--- src/bmg_defines.svh ---
// Constants for the boot mode sequencer and bus grant block.
// How it works
// - Mode 000: byte DMA boot, hold, full memory.
// - Mode 010: no boot, run from zero.
// - Mode 100: byte DMA boot, host mode.
// - Mode 101: host port boot, wait for write.
// - Byte DMA boot starts at reset release.
// - Reset clears direction, page, addresses, format.
// - Reset loads word counter with thirty-two.
// - Reset sets context reset control bit.
// - Idle bus: halt next cycle, grant and float the cycle after.
// - Run-until-external mode keeps executing after grant.
// - Busy bus: grant after access completes.
// - Grant allowed between two accesses.
// - Request drop: release grant, resume.
// - Requests honoured always, even in reset.
// - Grant-hang flags blocked ready execution.
// - Mode pins sampled at reset release.
// - Context reset: stop, clear, restart at zero.
// - Counter decrements; zero ends and interrupts.
`ifndef BMG_DEFINES_SVH
`define BMG_DEFINES_SVH
`define BMG_MODE_BYTE_MEM_DMA_FULL 3'h0
`define BMG_MODE_NO_BOOT   3'h2
`define BMG_MODE_BYTE_MEM_DMA_HOST 3'h4
`define BMG_MODE_HOST_PORT 3'h5
`define BMG_BOOT_WORDS     14'h020
`define BMG_FMT_PM24       2'h0
`define BMG_ADDR_LSB_ONLY  14'h0001
// AXI4-Lite byte addresses.
`define BMG_REG_CTRL       8'h00
`define BMG_REG_STATUS     8'h04
`define BMG_REG_DMA        8'h08
`define BMG_REG_COUNT      8'h0c
`define BMG_CTRL_GO_BIT    0
`define BMG_CTRL_CR_BIT    1
`define BMG_RESP_OKAY      2'h0
`define BMG_RESP_DECERR    2'h3
// Reset values and register field positions.
`define BMG_ADDR_ZERO      14'h0000
`define BMG_COUNT_ZERO     14'h0000
`define BMG_ADDR_STEP      14'h0001
`define BMG_LAST_WORD      14'h0001
`define BMG_PAGE_ZERO      8'h00
`define BMG_BYTE_ZERO      8'h00
`define BMG_WORD_ZERO      32'h0000_0000
`define BMG_DIR_RESET      1'b0
`define BMG_CR_RESET       1'b1
`define BMG_GO_RESET       1'b0
`define BMG_DMA_DIR_BIT    0
`define BMG_DMA_FMT_HI     2
`define BMG_DMA_FMT_LO     1
`define BMG_DMA_PAGE_HI    15
`define BMG_DMA_PAGE_LO    8
`define BMG_DMA_EXT_HI     29
`define BMG_DMA_EXT_LO     16
`define BMG_CNT_HI         13
`define BMG_CNT_LO         0
`endif

--- src/bmg_pkg.sv ---
// Types shared by the boot and bus grant logic.
package bmg_pkg;
   typedef enum logic [2:0] {BMG_BOOT_IDLE, BMG_BOOT_DMA, BMG_BOOT_HOST, BMG_BOOT_RUN}
      bmg_boot_type;
   typedef enum logic [1:0] {BMG_BUS_OWN, BMG_BUS_WAIT, BMG_BUS_GRANTED} bmg_bus_type;
endpackage : bmg_pkg
--- src/bmg_boot_grant.sv ---
// Boot sequencer, byte DMA preset and external bus grant logic.
//
// Implementation choices: the placing of the registers and the AXI4-Lite slave port.
`timescale 1ns/1ps
`include "bmg_defines.svh"
module bmg_boot_grant
   import bmg_pkg::*;
(
   input  wire logic        clk,            // 10 MHz processor clock
   input  wire logic        rst_b,          // Chip reset, active low
   input  wire logic [2:0]  bootSelect,     // Mode pins C,B,A
   input  wire logic        busRequestIn_b, // External bus request, active low
   input  wire logic        extAccessBusy,  // Core external access in progress
   input  wire logic        coreWantsExt,   // Core ready with pending external access
   input  wire logic        dmaWordDone,    // One byte DMA word transferred
   input  wire logic        hostPmZeroWrite,// Host port wrote program memory 0
   output logic             busGrantOut_b,  // Bus grant, active low
   output logic             grantHangOut_b, // Grant hang, active low
   output logic             memDriveEn,     // Memory bus and strobe drivers enabled
   output logic             coreHalt,       // Execution held
   output logic             contextClear,   // Clear context, start at 0
   output logic             hostMode,       // Chip in host mode
   output logic             dmaActive,      // Byte DMA running
   output logic             dmaDoneIrq,     // Byte DMA completion pulse
   output logic [13:0]      dmaAddrOut,     // External address driven
   input  wire logic [7:0]  awaddr,         // AXI write address
   input  wire logic        awvalid,        // AXI
   output logic             awready,        // AXI
   input  wire logic [31:0] wdata,          // AXI
   input  wire logic [3:0]  wstrb,          // AXI
   input  wire logic        wvalid,         // AXI
   output logic             wready,         // AXI
   output logic [1:0]       bresp,          // AXI
   output logic             bvalid,         // AXI
   input  wire logic        bready,         // AXI
   input  wire logic [7:0]  araddr,         // AXI read address
   input  wire logic        arvalid,        // AXI
   output logic             arready,        // AXI
   output logic [31:0]      rdata,          // AXI
   output logic [1:0]       rresp,          // AXI
   output logic             rvalid,         // AXI
   input  wire logic        rready          // AXI
);
   // The core, the byte memory and the host port sit outside; this block only
   // decides when they may run, what the DMA starts from and who owns the bus.
   // The grant path has no reset on purpose, so that it answers while reset is low.

   logic         rstSeen;
   logic [2:0]   modeLatch;
   bmg_boot_type bootState;
   bmg_bus_type  busState;
   logic         xferDirection;
   logic [7:0]   extPage;
   logic [13:0]  intStartAddr;
   logic [13:0]  extStartAddr;
   logic [1:0]   wordFormat;
   logic [13:0]  xferWordCounter;
   logic         contextResetCtl;
   logic         runUntilExt;
   logic         awHeld;
   logic         wHeld;
   logic [7:0]   awAddrHeld;
   logic [31:0]  wDataHeld;
   logic         doWrite;
   logic         cntWrite;
   logic         bootHold;
   logic         bootNoLoad;
   logic         wordTaken;
   logic         grantNow;
   logic         bootHalt;
   logic         busHalt;
   logic         dmaHalt;
   logic [31:0]  readWord;
   logic [1:0]   readResp;

   // Mode pins caught on the first edge after reset release.
   always_ff @(posedge clk or negedge rst_b) begin
      if (!rst_b) begin
         rstSeen <= 1'b0;
      end else begin
         rstSeen <= 1'b1;
      end
   end

   // Holding the pins only once keeps a later pin change from switching modes.
   always_ff @(posedge clk or negedge rst_b) begin
      if (!rst_b) begin
         modeLatch <= `BMG_MODE_NO_BOOT;
      end else if (!rstSeen) begin
         modeLatch <= bootSelect;
      end
   end

   // A mode with nothing to load goes straight to run.
   always_ff @(posedge clk or negedge rst_b) begin
      if (!rst_b) begin
         bootState <= BMG_BOOT_IDLE;
      end else begin
         case (bootState)
            BMG_BOOT_IDLE: begin
               if (!rstSeen) begin
                  if (bootSelect == `BMG_MODE_BYTE_MEM_DMA_FULL || bootSelect == `BMG_MODE_BYTE_MEM_DMA_HOST) begin
                     bootState <= BMG_BOOT_DMA;
                  end else if (bootSelect == `BMG_MODE_HOST_PORT) begin
                     bootState <= BMG_BOOT_HOST;
                  end else begin
                     bootState <= BMG_BOOT_RUN;
                  end
               end
            end
            BMG_BOOT_DMA: begin
               if (!dmaActive) begin
                  bootState <= BMG_BOOT_RUN;
               end
            end
            BMG_BOOT_HOST: begin
               if (hostPmZeroWrite) begin
                  bootState <= BMG_BOOT_RUN;
               end
            end
            default: bootState <= BMG_BOOT_RUN;
         endcase
      end
   end

   assign hostMode = (modeLatch == `BMG_MODE_BYTE_MEM_DMA_HOST) || (modeLatch == `BMG_MODE_HOST_PORT);
   assign bootHold = (bootState != BMG_BOOT_RUN);

   // Counter writes also start a transfer when nonzero.
   assign dmaActive = (xferWordCounter != `BMG_COUNT_ZERO);

   // Modes without a byte DMA boot clear the preset count, so no transfer starts.
   assign bootNoLoad = (bootState == BMG_BOOT_IDLE) && !rstSeen
                       && (bootSelect != `BMG_MODE_BYTE_MEM_DMA_FULL)
                       && (bootSelect != `BMG_MODE_BYTE_MEM_DMA_HOST);
   assign wordTaken  = dmaActive && dmaWordDone && rstSeen;

   // Word counter and on-chip address; the reset preset serves the boot case.
   always_ff @(posedge clk or negedge rst_b) begin
      if (!rst_b) begin
         xferWordCounter <= `BMG_BOOT_WORDS;
         intStartAddr    <= `BMG_ADDR_ZERO;
      end else if (bootNoLoad) begin
         xferWordCounter <= `BMG_COUNT_ZERO;
      end else if (cntWrite) begin
         xferWordCounter <= wDataHeld[`BMG_CNT_HI:`BMG_CNT_LO];
      end else if (wordTaken) begin
         xferWordCounter <= xferWordCounter - `BMG_ADDR_STEP;
         intStartAddr    <= intStartAddr + `BMG_ADDR_STEP;
      end
   end

   // Completion pulse on the word that takes the count to zero.
   always_ff @(posedge clk or negedge rst_b) begin
      if (!rst_b) begin
         dmaDoneIrq <= 1'b0;
      end else begin
         dmaDoneIrq <= wordTaken && !bootNoLoad && !cntWrite
                       && (xferWordCounter == `BMG_LAST_WORD);
      end
   end

   // A register write wins over the boot-time clear in the same cycle.
   always_ff @(posedge clk or negedge rst_b) begin
      if (!rst_b) begin
         contextResetCtl <= `BMG_CR_RESET;
         runUntilExt     <= `BMG_GO_RESET;
      end else if (doWrite && awAddrHeld == `BMG_REG_CTRL) begin
         runUntilExt     <= wDataHeld[`BMG_CTRL_GO_BIT];
         contextResetCtl <= wDataHeld[`BMG_CTRL_CR_BIT];
      end else if (bootNoLoad) begin
         contextResetCtl <= 1'b0;
      end
   end

   // Transfer setup; software must not touch it while a transfer runs.
   always_ff @(posedge clk or negedge rst_b) begin
      if (!rst_b) begin
         xferDirection <= `BMG_DIR_RESET;
         wordFormat    <= `BMG_FMT_PM24;
         extPage       <= `BMG_PAGE_ZERO;
         extStartAddr  <= `BMG_ADDR_ZERO;
      end else if (doWrite && awAddrHeld == `BMG_REG_DMA) begin
         xferDirection <= wDataHeld[`BMG_DMA_DIR_BIT];
         wordFormat    <= wDataHeld[`BMG_DMA_FMT_HI:`BMG_DMA_FMT_LO];
         extPage       <= wDataHeld[`BMG_DMA_PAGE_HI:`BMG_DMA_PAGE_LO];
         extStartAddr  <= wDataHeld[`BMG_DMA_EXT_HI:`BMG_DMA_EXT_LO];
      end
   end

   // Host mode drives only the lowest address bit for byte DMA.
   always_ff @(posedge clk or negedge rst_b) begin
      if (!rst_b) begin
         dmaAddrOut <= `BMG_ADDR_ZERO;
      end else if (hostMode) begin
         dmaAddrOut <= extStartAddr & `BMG_ADDR_LSB_ONLY;
      end else begin
         dmaAddrOut <= extStartAddr;
      end
   end

   // Bus arbitration runs even while reset is held low.
   always_ff @(posedge clk) begin
      case (busState)
         BMG_BUS_OWN: begin
            if (!busRequestIn_b) begin
               busState <= extAccessBusy ? BMG_BUS_WAIT : BMG_BUS_GRANTED;
            end
         end
         BMG_BUS_WAIT: begin
            if (busRequestIn_b) begin
               busState <= BMG_BUS_OWN;
            end else if (!extAccessBusy) begin
               busState <= BMG_BUS_GRANTED;
            end
         end
         BMG_BUS_GRANTED: begin
            if (busRequestIn_b) begin
               busState <= BMG_BUS_OWN;
            end
         end
         default: busState <= BMG_BUS_OWN;
      endcase
   end

   assign grantNow = (busState == BMG_BUS_GRANTED) && !busRequestIn_b;

   // Grant and drivers move together, so the bus is never driven from both sides.
   always_ff @(posedge clk) begin
      busGrantOut_b <= !grantNow;
   end

   always_ff @(posedge clk) begin
      memDriveEn <= !grantNow;
   end

   // Hang only when the core really has to stop for the granted bus.
   always_ff @(posedge clk) begin
      grantHangOut_b <= !(grantNow && (coreWantsExt || !runUntilExt));
   end

   // Halt for a granted bus unless run-until-external lets the core go on.
   assign bootHalt = (bootHold && contextResetCtl) || (bootState == BMG_BOOT_HOST);
   assign busHalt  = (busState == BMG_BUS_GRANTED) && (!runUntilExt || coreWantsExt);
   assign dmaHalt  = dmaActive && contextResetCtl;
   assign coreHalt = bootHalt || busHalt || dmaHalt;
   assign contextClear = dmaActive && contextResetCtl;

   // AXI4-Lite slave; address and data taken in either order.
   assign awready = !awHeld && !bvalid;
   assign wready  = !wHeld && !bvalid;
   assign doWrite = awHeld && wHeld && !bvalid;
   assign cntWrite = doWrite && awAddrHeld == `BMG_REG_COUNT;

   // Address channel; a held address blocks the next until the response is out.
   always_ff @(posedge clk or negedge rst_b) begin
      if (!rst_b) begin
         awHeld     <= 1'b0;
         awAddrHeld <= `BMG_BYTE_ZERO;
      end else if (doWrite) begin
         awHeld <= 1'b0;
      end else if (awvalid && awready) begin
         awHeld     <= 1'b1;
         awAddrHeld <= awaddr;
      end
   end

   // Data channel, taken independently of the address.
   always_ff @(posedge clk or negedge rst_b) begin
      if (!rst_b) begin
         wHeld     <= 1'b0;
         wDataHeld <= `BMG_WORD_ZERO;
      end else if (doWrite) begin
         wHeld <= 1'b0;
      end else if (wvalid && wready) begin
         wHeld     <= 1'b1;
         wDataHeld <= wdata;
      end
   end

   // The response stands until the master takes it.
   always_ff @(posedge clk or negedge rst_b) begin
      if (!rst_b) begin
         bvalid <= 1'b0;
         bresp  <= `BMG_RESP_OKAY;
      end else if (doWrite) begin
         bvalid <= 1'b1;
         if (awAddrHeld == `BMG_REG_CTRL || awAddrHeld == `BMG_REG_DMA
             || awAddrHeld == `BMG_REG_COUNT) begin
            bresp <= `BMG_RESP_OKAY;
         end else begin
            bresp <= `BMG_RESP_DECERR;
         end
      end else if (bvalid && bready) begin
         bvalid <= 1'b0;
      end
   end

   assign arready = !rvalid;

   // Read word selected here so the data flop below stays simple.
   always_comb begin
      readWord = `BMG_WORD_ZERO;
      readResp = `BMG_RESP_OKAY;
      if (araddr == `BMG_REG_CTRL) begin
         readWord = {30'h0, contextResetCtl, runUntilExt};
      end else if (araddr == `BMG_REG_STATUS) begin
         readWord = {22'h0, modeLatch, hostMode, !busGrantOut_b, bootHold, coreHalt,
                     dmaActive, 2'(bootState)};
      end else if (araddr == `BMG_REG_DMA) begin
         readWord = {2'h0, extStartAddr, extPage, 5'h0, wordFormat, xferDirection};
      end else if (araddr == `BMG_REG_COUNT) begin
         readWord = {4'h0, intStartAddr, xferWordCounter};
      end else begin
         readResp = `BMG_RESP_DECERR;
      end
   end

   // Read data stands until rready, as the write response does.
   always_ff @(posedge clk or negedge rst_b) begin
      if (!rst_b) begin
         rvalid <= 1'b0;
      end else if (arvalid && arready) begin
         rvalid <= 1'b1;
      end else if (rvalid && rready) begin
         rvalid <= 1'b0;
      end
   end

   always_ff @(posedge clk or negedge rst_b) begin
      if (!rst_b) begin
         rdata <= `BMG_WORD_ZERO;
         rresp <= `BMG_RESP_OKAY;
      end else if (arvalid && arready) begin
         rdata <= readWord;
         rresp <= readResp;
      end
   end

endmodule : bmg_boot_grant

--- config.mk ---
export PLATFORM = sky130hd
export DESIGN_NAME = bmg_boot_grant
export DESIGN_NICKNAME = d
export VERILOG_FILES = /design/src/bmg_pkg.sv /design/src/bmg_boot_grant.sv
export VERILOG_INCLUDE_DIRS = /design/src
export SDC_FILE = /design/constraint.sdc
export NUM_CORES = 1
export LEC_CHECK = 0
export BUFFER_PORTS_ARGS = -buffer_cell sky130_fd_sc_hd__buf_2
export CAP_MARGIN = 20
export CORE_UTILIZATION = 25
export CTS_BUF_LIST = sky130_fd_sc_hd__clkbuf_4 sky130_fd_sc_hd__clkbuf_8 sky130_fd_sc_hd__clkbuf_16
export CTS_CLUSTER_DIAMETER = 80
export CTS_CLUSTER_SIZE = 24
export DETAILED_ROUTE_END_ITERATION = 7
export GPL_ROUTABILITY_DRIVEN = 0
export PLACE_DENSITY_LB_ADDON = 0.2
export SLEW_MARGIN = 5
export SYNTH_ARGS = -nofsm -noshare
export SYNTH_HDL_FRONTEND = slang
export SYNTH_SLANG_ARGS = --single-unit
--- constraint.sdc ---
create_clock -name clk -period 2.8 [get_ports clk]
set_input_delay 0.42 -clock clk [delete_from_list [all_inputs] [get_ports clk]]
set_output_delay 0.42 -clock clk [all_outputs]
set_load 0.05 [all_outputs]
==> results of run 1 <==
[cell usage after synthesis, drive strengths merged (6+ instances only)]
library cell,count,area (um^2)
mux2,66,743.2
nand2,61,229.0
xnor2,14,122.6
nand4,6,37.54
a22oi,18,135.1
inv,10,37.54
o21ai,44,220.2
dfrtp,147,3679
xor2,11,96.34
a21oi,7,35.03
clkbuf,16,60.06
nor4,7,65.06
nand3,15,75.07
nor2b,8,50.05
buf,12,83.82
and2,17,106.4
nor3,7,35.03
nor2,15,56.30
[state kept, by name, summed over array words and instances (netlist names), 2 cells and up]
| name | flops |
|---|---|
| xferWordCounter | 14 |
| awAddrHeld | 8 |
| dmaAddrOut | 14 |
| intStartAddr | 14 |
| rdata | 30 |
| extStartAddr | 14 |
| modeLatch | 3 |
| busState | 2 |
| bootState | 2 |
| wDataHeld | 30 |
| wordFormat | 2 |
| extPage | 8 |
[routing by layer]
metal  vias to the layer above  global-route usage, %  wire, um
li1                       2188                      -         -
met2                       105                  21.13      8068
met3                        10                  4.091       925
met5                         -                      0        13
met4                         2                  3.493       165
met1                      2316                  17.03      7532
[where the power goes]
group          switching (mW)  internal (mW)  total (mW)
registers               0.500           2.84        3.34
logic                   0.988          0.793        1.78
clock network           0.944           1.45        2.39
[critical path, cell delays in order (launching register included)]
cell	delay, ps
sky130_fd_sc_hd__dfrtp_2	450
sky130_fd_sc_hd__or4_4	520
sky130_fd_sc_hd__and4b_4	410
sky130_fd_sc_hd__nand2_1	70
sky130_fd_sc_hd__a21o_1	200
sky130_fd_sc_hd__clkbuf_4	210
[cell families (layout without fill, tap and decap cells)]
kind of cell,count (synthesis),after routing
other,2,7
buffers and inverters,38,188
XOR/XNOR,25,25
multiplexers,71,71
AO/OA/AOI/OAI,89,89
adder cells (fa/ha/maj),4,4
AND/OR/NAND/NOR,162,162
flip-flops,154,154
[timing repair]
action,in CTS,in global routing
resized for setup,2,3
buffers inserted,0,4
endpoints found under the setup margin,1,1
cloned,0,0
hold endpoints to repair,39,0
hold buffers,1,0
[path summary, 6_finish.rpt]
path	start	endpoint	slack [ps]	cells after the start
min in group asynchronous	rst_b	extStartAddr[13]	500	2
hold / removal	rready	rvalid	170	2
setup reg to reg	awAddrHeld[1]	xferWordCounter[6]	560	5
setup / recovery	xferWordCounter[2]	coreHalt	100	5
max in group asynchronous	rst_b	xferWordCounter[5]	1490	3
hold reg to reg	extStartAddr[0]	dmaAddrOut[0]	410	0
[final cells by class]
| class | count | area (um^2) |
|---|---|---|
| fill | 2625 | 17100 |
| sequential | 154 | 3859 |
| multi-input combinational | 354 | 2517 |
| timing repair buffer | 146 | 842.1 |
| clock buffer | 18 | 439.2 |
| tap | 330 | 412.9 |
| clock inverter | 14 | 181.4 |
| inverter | 10 | 37.54 |
| antenna | 4 | 10.01 |
[per-stage QoR]
stage	hold slack [ps]	utilization [%]	std cells	setup WS, ps	cell area (um^2)
2_1_floorplan	124.4	-	546	229.2	6540
3_3_place_gp	377.8	29.98	989	366.5	7615
3_5_place_dp	378.9	29.98	989	338.7	7615
4_1_cts	154.4	32.48	1022	13.43	8249
5_1_grt	156.5	32.66	1028	0.7483	8294
6_report	172.6	32.67	1030	98.29	8299
[layout by cell type, fill, tap and decap left out, types with 16 or more instances in the layout]
master / count
sky130_fd_sc_hd__buf_4: 21
sky130_fd_sc_hd__and2_1: 16
sky130_fd_sc_hd__o21ai_0: 41
sky130_fd_sc_hd__a22oi_1: 18
sky130_fd_sc_hd__clkbuf_16: 17
sky130_fd_sc_hd__buf_2: 119
sky130_fd_sc_hd__nand2_1: 61
sky130_fd_sc_hd__mux2_2: 65
sky130_fd_sc_hd__dfrtp_1: 146
==> impl_metrics.py, run 1 <==
metrics = {
    "floorplan": {
        "io_pins": 130,
        "die-width_um": 163.7,
        "initial_utilization_pct": 25.73,
        "design.die.area_mm2": 0.02680,
        "fp.coreArea_mm2": 0.02540,
        "num_rows": 58,
        "die_height_um": 163.7,
    },
    "synth": {
        "synth_async_sr_flop_share_pct": 97.40,
        "netlist_instances": 545,
        "post_synth_num_cell_types": 57,
        "yosys.area_share.simple_pct": 13.11,
        "post_synth_mux_area_share_pct": 12.52,
        "ys_warn_count": 0,
        "yosysSeqAreaShare_pct": 59.02,
        "synth.ff_latch_count": 154,
        "synth_area_per_cell_um2": 11.99,
        "synth-edff-count": 2,
        "synth_top_family_by_area": "simple AND/OR/NAND/NOR gates",
        "synthFlopType": "sky130_fd_sc_hd__dfrtp_1",
        "synth_compound_gate_area_share_pct": 8.346,
        "cell_area_after_synthesis_mm2": 0.006536,
        "synth_xor_area_share_pct": 3.350,
        "post_synthesis_share_of_cell_area_spent_on_full_adders_half_adders_and_majority_gates_pct": 0.7657,
    },
    "sta": {
        "max_freq_ghz": 0.3701,
        "timing.clock.skew_ps": 14.64,
        "grt_setup_unrepaired": "no",
        "final.setup.tns_ps": 0,
        "setup_viol": 0,
        "worstMarginPinSlew_ps": 771.5,
        "report.final.slew_viol_count": 0,
        "min_period_ps": 2702,
        "finalHoldViolCount": 0,
        "max-slew-margin-rel_pct": 48.45,
        "fin_crit_sh_pct": 96.49,
    },
    "place": {
        "place.port_buffers": 121,
        "dp.final_hpwl_um": 12250,
    },
    "route": {
        "route.detailed.drc": 0,
        "drtAntennaViolNets": 0,
        "routed_wire_length_per_instance_um": 16.22,
        "via_count": 4621,
        "drt_pre_antenna_iters": 4,
        "vias_per_cell": 4.486,
        "first_iter_violations": 239,
        "postRouteWirelength_um": 16710,
    },
    "power_and_ir_drop": {
        "total_leakage_power_nw": 3.852,
        "p_total_mw": 7.510,
        "cellPowerDensity_mw_per_mm2": 904.9,
        "irDropWorstVdd_mv": 0.3616,
    },
    "worst_setup_path": {
        "required_ps": 2380,
        "worstPathMaxFanout": 6,
        "setup.worst_path.class": "register to primary output",
        "setup.worst_path.end_class": "primary output",
        "crit_path_start_kind": "register",
        "cp_data_arrival_time_ps": 2280,
    },
    "clock_network": {
        "clkTransAtPathRegs_ps": 60,
        "total_clock_buffers_created_by_cts": 17,
        "clkLatencyLatePin_ps": 420,
        "cts_tree": "done",
        "ctsLongestPathBuffers": 2,
        "htreeDepth": 4,
        "root_buffer": "sky130_fd_sc_hd__clkbuf_16",
        "clkSinkCount": 154,
    },
    "global_routing": {
        "first_global_vias": 4767,
        "grt_start_max_net_pins": 57,
        "overflow": 0,
        "grt_pass1_wl_um": 26630,
        "globalRouteTotalUtil_pct": 13.14,
        "antenna_violations_before_repair": 5,
    },
    "cells_and_area": {
        "layout-area-overhead-vs-synth_pct": 26.97,
        "final_layout_size_suffix_gt1_share_pct": 37.50,
        "nNetsFinal": 754,
    },
    "run": {
        "maxCapViolations": 0,
    },
    "min_path": {
        "holdCritPathClass": "input pin to register",
    },
    "run_status": {
        "run_status": "finished, final reports clean",
    },
}
Note: power is estimated with default switching activity, not from simulation.
==> inputs of run 2 (changes only) <==
clock period = 3.4 ns   (was 2.8 ns; I/O delays follow)
==> run 2 against run 1 <==
Against the previous run:
- die area is the same
- setup slack gained 190 ps
- total power shrank 19%
- sequential power shrank 18%
- non-clock buffer count shrank 14
- hold slack lost 110 ps
- largest power group unchanged
==> impl_metrics.py, run 2 (synthesized netlist as in run 1, its figures left out) <==
metrics = {
    "route": {
        "via_count": 4549,
        "route.detailed.drc": 0,
        "first_iter_violations": 197,
        "vias_per_cell": 4.473,
        "drtAntennaViolNets": 0,
        "drt_pre_antenna_iters": 6,
        "postRouteWirelength_um": 16430,
        "routed_wire_length_per_instance_um": 16.15,
    },
    "worst_setup_path": {
        "setup.worst_path.end_class": "primary output",
        "cp_data_arrival_time_ps": 2600,
        "setup.worst_path.class": "register to primary output",
        "worstPathMaxFanout": 14,
        "crit_path_start_kind": "register",
        "required_ps": 2890,
    },
    "sta": {
        "grt_setup_unrepaired": "no",
        "worstMarginPinSlew_ps": 891.7,
        "finalHoldViolCount": 0,
        "max-slew-margin-rel_pct": 40.56,
        "final.setup.tns_ps": 0,
        "timing.clock.skew_ps": 10.73,
        "max_freq_ghz": 0.3218,
        "min_period_ps": 3108,
        "fin_crit_sh_pct": 91.41,
        "report.final.slew_viol_count": 0,
        "setup_viol": 0,
        "layout_setup_ws_ps": 292.1,
        "worst_hold_slack_ps": 63.42,
    },
    "global_routing": {
        "first_global_vias": 4611,
        "overflow": 0,
        "antenna_violations_before_repair": 5,
        "grt_pass1_wl_um": 25960,
        "grt_start_max_net_pins": 65,
        "globalRouteTotalUtil_pct": 12.97,
    },
    "power_and_ir_drop": {
        "p_total_mw": 6.089,
        "irDropWorstVdd_mv": 0.3119,
        "total_leakage_power_nw": 3.777,
        "switching_portion_of_total_power_pct": 33.34,
        "pwr-share-seq_pct": 45.1,
        "cellPowerDensity_mw_per_mm2": 748.0,
        "clock_power_share_pct": 31.9,
        "p_switching_mw": 2.030,
        "combPwrFrac_pct": 23.0,
        "internal_cell_power_mw": 4.059,
    },
    "clock_network": {
        "ctsLongestPathBuffers": 2,
        "clkTransAtPathRegs_ps": 70,
        "post-cts-setup-buffer-count": 0,
        "post_cts.resized_instances": 0,
        "root_buffer": "sky130_fd_sc_hd__clkbuf_16",
        "htreeDepth": 4,
        "post_cts_hold_buffer_count": 0,
        "clkSinkCount": 154,
        "clkLatencyLatePin_ps": 430,
        "cts_tree": "done",
        "total_clock_buffers_created_by_cts": 17,
    },
    "cells_and_area": {
        "fin_util_pct": 32.05,
        "top_regs": "rdata x30, wDataHeld x30",
        "layout_commonest_cell": "sky130_fd_sc_hd__dfrtp_1",
        "mostFrequentLayoutCells": "sky130_fd_sc_hd__dfrtp_1, sky130_fd_sc_hd__buf_2, sky130_fd_sc_hd__mux2_2, sky130_fd_sc_hd__nand2_1, sky130_fd_sc_hd__o21ai_0",
        "nNetsFinal": 740,
        "final_layout_size_suffix_gt1_share_pct": 35.92,
        "layout-area-overhead-vs-synth_pct": 24.54,
    },
    "place": {
        "detailedPlace.worstSlack_ps": 747.6,
        "place.port_buffers": 121,
        "dp.final_hpwl_um": 11770,
    },
    "min_path": {
        "holdCritPathClass": "input pin to asynchronous set/reset pin",
    },
    "run": {
        "maxCapViolations": 0,
    },
    "floorplan": {
        "die_height_um": 163.7,
        "io_pins": 130,
        "fp.coreArea_mm2": 0.02540,
        "design.die.area_mm2": 0.02680,
        "initial_utilization_pct": 25.73,
        "die-width_um": 163.7,
        "num_rows": 58,
    },
    "run_status": {
        "run_status": "finished, final reports clean",
    },
}
==> run 2: cell count changes in the layout (fill, tap and decap cells not counted), sizes merged <==
cell,before,now
buf,144,132
bufinv,3,2
clkbuf,19,17
clkinv,3,4
clkinvlp,2,0
diode,4,5
dlygate4sd3,1,0
inv,16,19
==> run 2: stage by stage <==
| stage | std cells | cell area (um^2) |
|---|---|---|
| final | 1017 | 8140 |
| after CTS | 1012 | 8128 |
| after detailed placement | 980 | 7522 |
| after global routing | 1014 | 8133 |
| after global placement | 980 | 7522 |
| after floorplan | 546 | 6540 |
==> run 2: area by class of cell <==
class	count	area, um^2
inverter	10	37.54
multi-input combinational	354	2507
tap	330	412.9
sequential	154	3857
timing repair buffer	132	706.9
antenna	5	12.51
fill	2605	17260
clock buffer	17	425.4
clock inverter	15	180.2
==> run 2: worst paths after layout <==
kind / to / startpoint / slack, ps / cells past startpoint
setup / recovery: coreHalt / xferWordCounter[2] / 290 / 5
hold / removal: dmaAddrOut[13] / rst_b / 60 / 1
setup reg to reg: intStartAddr[1] / xferWordCounter[0] / 860 / 6
hold reg to reg: dmaAddrOut[0] / extStartAddr[0] / 420 / 0
max in group asynchronous: contextResetCtl / rst_b / 2460 / 2
min in group clk: bvalid / bready / 250 / 2
==> run 2: metal layers <==
metal | global-route usage, % | up-vias | part of all wire, %
met2 | 20.88 | 108 | 48
met3 | 4.242 | 15 | 6.2
met5 | 0 | - | 0
met4 | 4.251 | 0 | 1.1
li1 | - | 2166 | -
met1 | 16.35 | 2260 | 45
==> run 2: worst max-delay path, cell delays in order (launching register included) <==
cell and delay [ps]:
sky130_fd_sc_hd__dfrtp_1 450, sky130_fd_sc_hd__or4_4 540, sky130_fd_sc_hd__and4b_1 650, sky130_fd_sc_hd__nand2_1 110, sky130_fd_sc_hd__a21o_1 210, sky130_fd_sc_hd__buf_2 220
==> run 2: power by group through the flow <==
stage	logic (mW)	registers, mW	clock network (mW)
detailed placement	1.42	2.78	0
CTS	1.43	2.75	2.02
finish	1.40	2.74	1.94
floorplan	0.967	2.80	0
global route	1.54	2.82	2.11
global placement	1.39	2.75	0
==> inputs of run 3 (changes only) <==
PLACE_DENSITY = 0.5   (was default)
PLACE_DENSITY_LB_ADDON = default   (was 0.2)
==> run 3 against run 2 <==
Against the previous run:
- largest cell class unchanged
- count of clock-buffer cells in the layout grew 1
- setup slack better by 190 ps
- fmax grew 6.6%
- total power is 0.47% higher
- clock power about the same
- critical path type unchanged
==> impl_metrics.py, run 3 (synthesized netlist as in run 1, its figures left out) <==
metrics = {
    "place": {
        "place.port_buffers": 121,
        "dp.final_hpwl_um": 11470,
        "detailedPlace.worstSlack_ps": 896.4,
    },
    "cells_and_area": {
        "fill_cell_instance_count_of_the_final_layout": 2641,
        "layout_commonest_cell": "sky130_fd_sc_hd__dfrtp_1",
        "mostFrequentLayoutCells": "sky130_fd_sc_hd__dfrtp_1, sky130_fd_sc_hd__buf_2, sky130_fd_sc_hd__mux2_2, sky130_fd_sc_hd__nand2_1, sky130_fd_sc_hd__o21ai_0",
        "nNetsFinal": 744,
        "layout.area.seq_mm2": 0.003857,
        "fin_util_pct": 32.14,
        "top_regs": "rdata x30, wDataHeld x30",
        "layout-area-overhead-vs-synth_pct": 24.90,
        "multi_input_area_mm2": 0.002507,
        "final_layout_size_suffix_gt1_share_pct": 36.30,
    },
    "worst_setup_path": {
        "setup.worst_path.end_class": "primary output",
        "crit_path_start_kind": "register",
        "setup.worst_path.class": "register to primary output",
        "timing.critical_path.slowest_stage_cell": "sky130_fd_sc_hd__nor4_1",
        "timing.critical_path.max_delay_family": "simple AND/OR/NAND/NOR gates",
        "critical_path.n_buffers_inverters": 1,
        "ff2ff_path_depth": 7,
        "worstPathMaxFanout": 7,
        "cp_data_arrival_time_ps": 2400,
        "critical_r2r_capture": "intStartAddr[1]",
        "worst-r2r-setup-slack_ps": 890,
        "timing.critical_path.slowest_cell_delay_ps": 560,
        "rr_startpoint": "xferWordCounter[0]",
        "required_ps": 2890,
        "worstPathCellList": "nor4_1 > and4b_1 > nand2_1 > a21o_1 > buf_2",
    },
    "floorplan": {
        "io_pins": 130,
        "die_height_um": 163.7,
        "die-width_um": 163.7,
        "design.die.area_mm2": 0.02680,
        "fp.coreArea_mm2": 0.02540,
        "num_rows": 58,
        "initial_utilization_pct": 25.73,
    },
    "sta": {
        "setup_viol": 0,
        "timing.clock.skew_ps": 7.062,
        "fin_crit_sh_pct": 85.72,
        "grt_setup_unrepaired": "no",
        "min_period_ps": 2914,
        "worstMarginPinSlew_ps": 947.9,
        "report.final.slew_viol_count": 0,
        "final.setup.tns_ps": 0,
        "finalHoldViolCount": 0,
        "layout_setup_ws_ps": 485.6,
        "max_freq_ghz": 0.3431,
        "max-slew-margin-rel_pct": 36.81,
        "worst_hold_slack_ps": 108.0,
    },
    "power_and_ir_drop": {
        "total_leakage_power_nw": 3.796,
        "irDropWorstVdd_mv": 0.5239,
        "p_total_mw": 6.117,
        "cellPowerDensity_mw_per_mm2": 749.3,
    },
    "run_status": {
        "run_status": "finished, final reports clean",
    },
    "route": {
        "route.detailed.drc": 0,
        "drt_pre_antenna_iters": 4,
        "postRouteWirelength_um": 16490,
        "via_count": 4481,
        "first_iter_violations": 246,
        "drtAntennaViolNets": 0,
        "routed_wire_length_per_instance_um": 16.21,
        "vias_per_cell": 4.406,
    },
    "global_routing": {
        "first_global_vias": 4491,
        "antenna_violations_before_repair": 2,
        "globalRouteTotalUtil_pct": 13.17,
        "grt_start_max_net_pins": 73,
        "grt_pass1_wl_um": 26500,
        "overflow": 0,
    },
    "clock_network": {
        "clkSinkCount": 154,
        "root_buffer": "sky130_fd_sc_hd__clkbuf_16",
        "post_cts_hold_buffer_count": 0,
        "ctsLongestPathBuffers": 2,
        "post_cts.resized_instances": 0,
        "post-cts-setup-buffer-count": 0,
        "clkTransAtPathRegs_ps": 60,
        "clkLatencyLatePin_ps": 410,
        "cts_tree": "done",
        "htreeDepth": 4,
        "total_clock_buffers_created_by_cts": 17,
    },
    "run": {
        "maxCapViolations": 0,
    },
    "min_path": {
        "holdCritPathClass": "input pin to asynchronous set/reset pin",
    },
}
run 3: cell types whose count changed in the layout (fill, tap and decap cells not counted):
cell | before | now
sky130_fd_sc_hd__diode_2 | 5 | 1
sky130_fd_sc_hd__inv_4 | 1 | 0
sky130_fd_sc_hd__inv_8 | 5 | 0
sky130_fd_sc_hd__clkbuf_8 | 0 | 1
sky130_fd_sc_hd__clkinvlp_4 | 0 | 1
sky130_fd_sc_hd__buf_4 | 10 | 14
sky130_fd_sc_hd__clkinv_2 | 1 | 4
sky130_fd_sc_hd__bufinv_16 | 2 | 3
run 3: metal layers:
metal  vias up  part of all wire (%)  track usage, %
li1       2166                     -               -
met2       104                    43           18.88
met5         -                     0               0
met4         0                  0.99           4.167
met1      2203                    49           18.56
met3         8                   6.9           4.318
run 3: area by class of cell:
type / count / area share, %
diodes: 1 / 0.03065
clock buffers: 18 / 5.379
clock inverters: 14 / 2.084
inverters: 10 / 0.4598
multi-input cells: 354 / 30.71
flip-flops and latches: 154 / 47.25
well taps: 330 / 5.057
repair buffers: 136 / 9.027
run 3: worst reg2reg max path, cell delays in order (launching register included):
cell and delay, ps:
sky130_fd_sc_hd__dfrtp_1 480, sky130_fd_sc_hd__inv_1 100, sky130_fd_sc_hd__ha_1 200, sky130_fd_sc_hd__nor3b_1 150, sky130_fd_sc_hd__and4b_1 310, sky130_fd_sc_hd__buf_4 210, sky130_fd_sc_hd__nor3_1 550, sky130_fd_sc_hd__mux2_2 400
run 3: worst max-delay path by stage:
| stage | startpoint | to | depth (start not counted) |
|---|---|---|---|
| floorplan | bvalid | wDataHeld[10] | 5 |
| global placement | xferWordCounter[0] | intStartAddr[1] | 7 |
| detailed placement | xferWordCounter[0] | intStartAddr[1] | 7 |
| CTS | xferWordCounter[11] | coreHalt | 5 |
| global route | xferWordCounter[9] | coreHalt | 5 |
| finish | xferWordCounter[9] | coreHalt | 5 |
run 3: power by group:
part / leakage, nW / switching, mW / total (mW) / internal [mW]
combinational: 1.52 / 0.789 / 1.40 / 0.612
sequential: 1.98 / 0.412 / 2.75 / 2.33
clock: 0.301 / 0.789 / 1.97 / 1.18
total: 3.80 / 1.99 / 6.12 / 4.13
run 3: stage by stage:
stage / std cells / cell area (um^2)
5_1_grt: 1016 / 8162
3_5_place_dp: 984 / 7552
4_1_cts: 1016 / 8162
2_1_floorplan: 546 / 6540
6_report: 1017 / 8164
3_3_place_gp: 984 / 7552
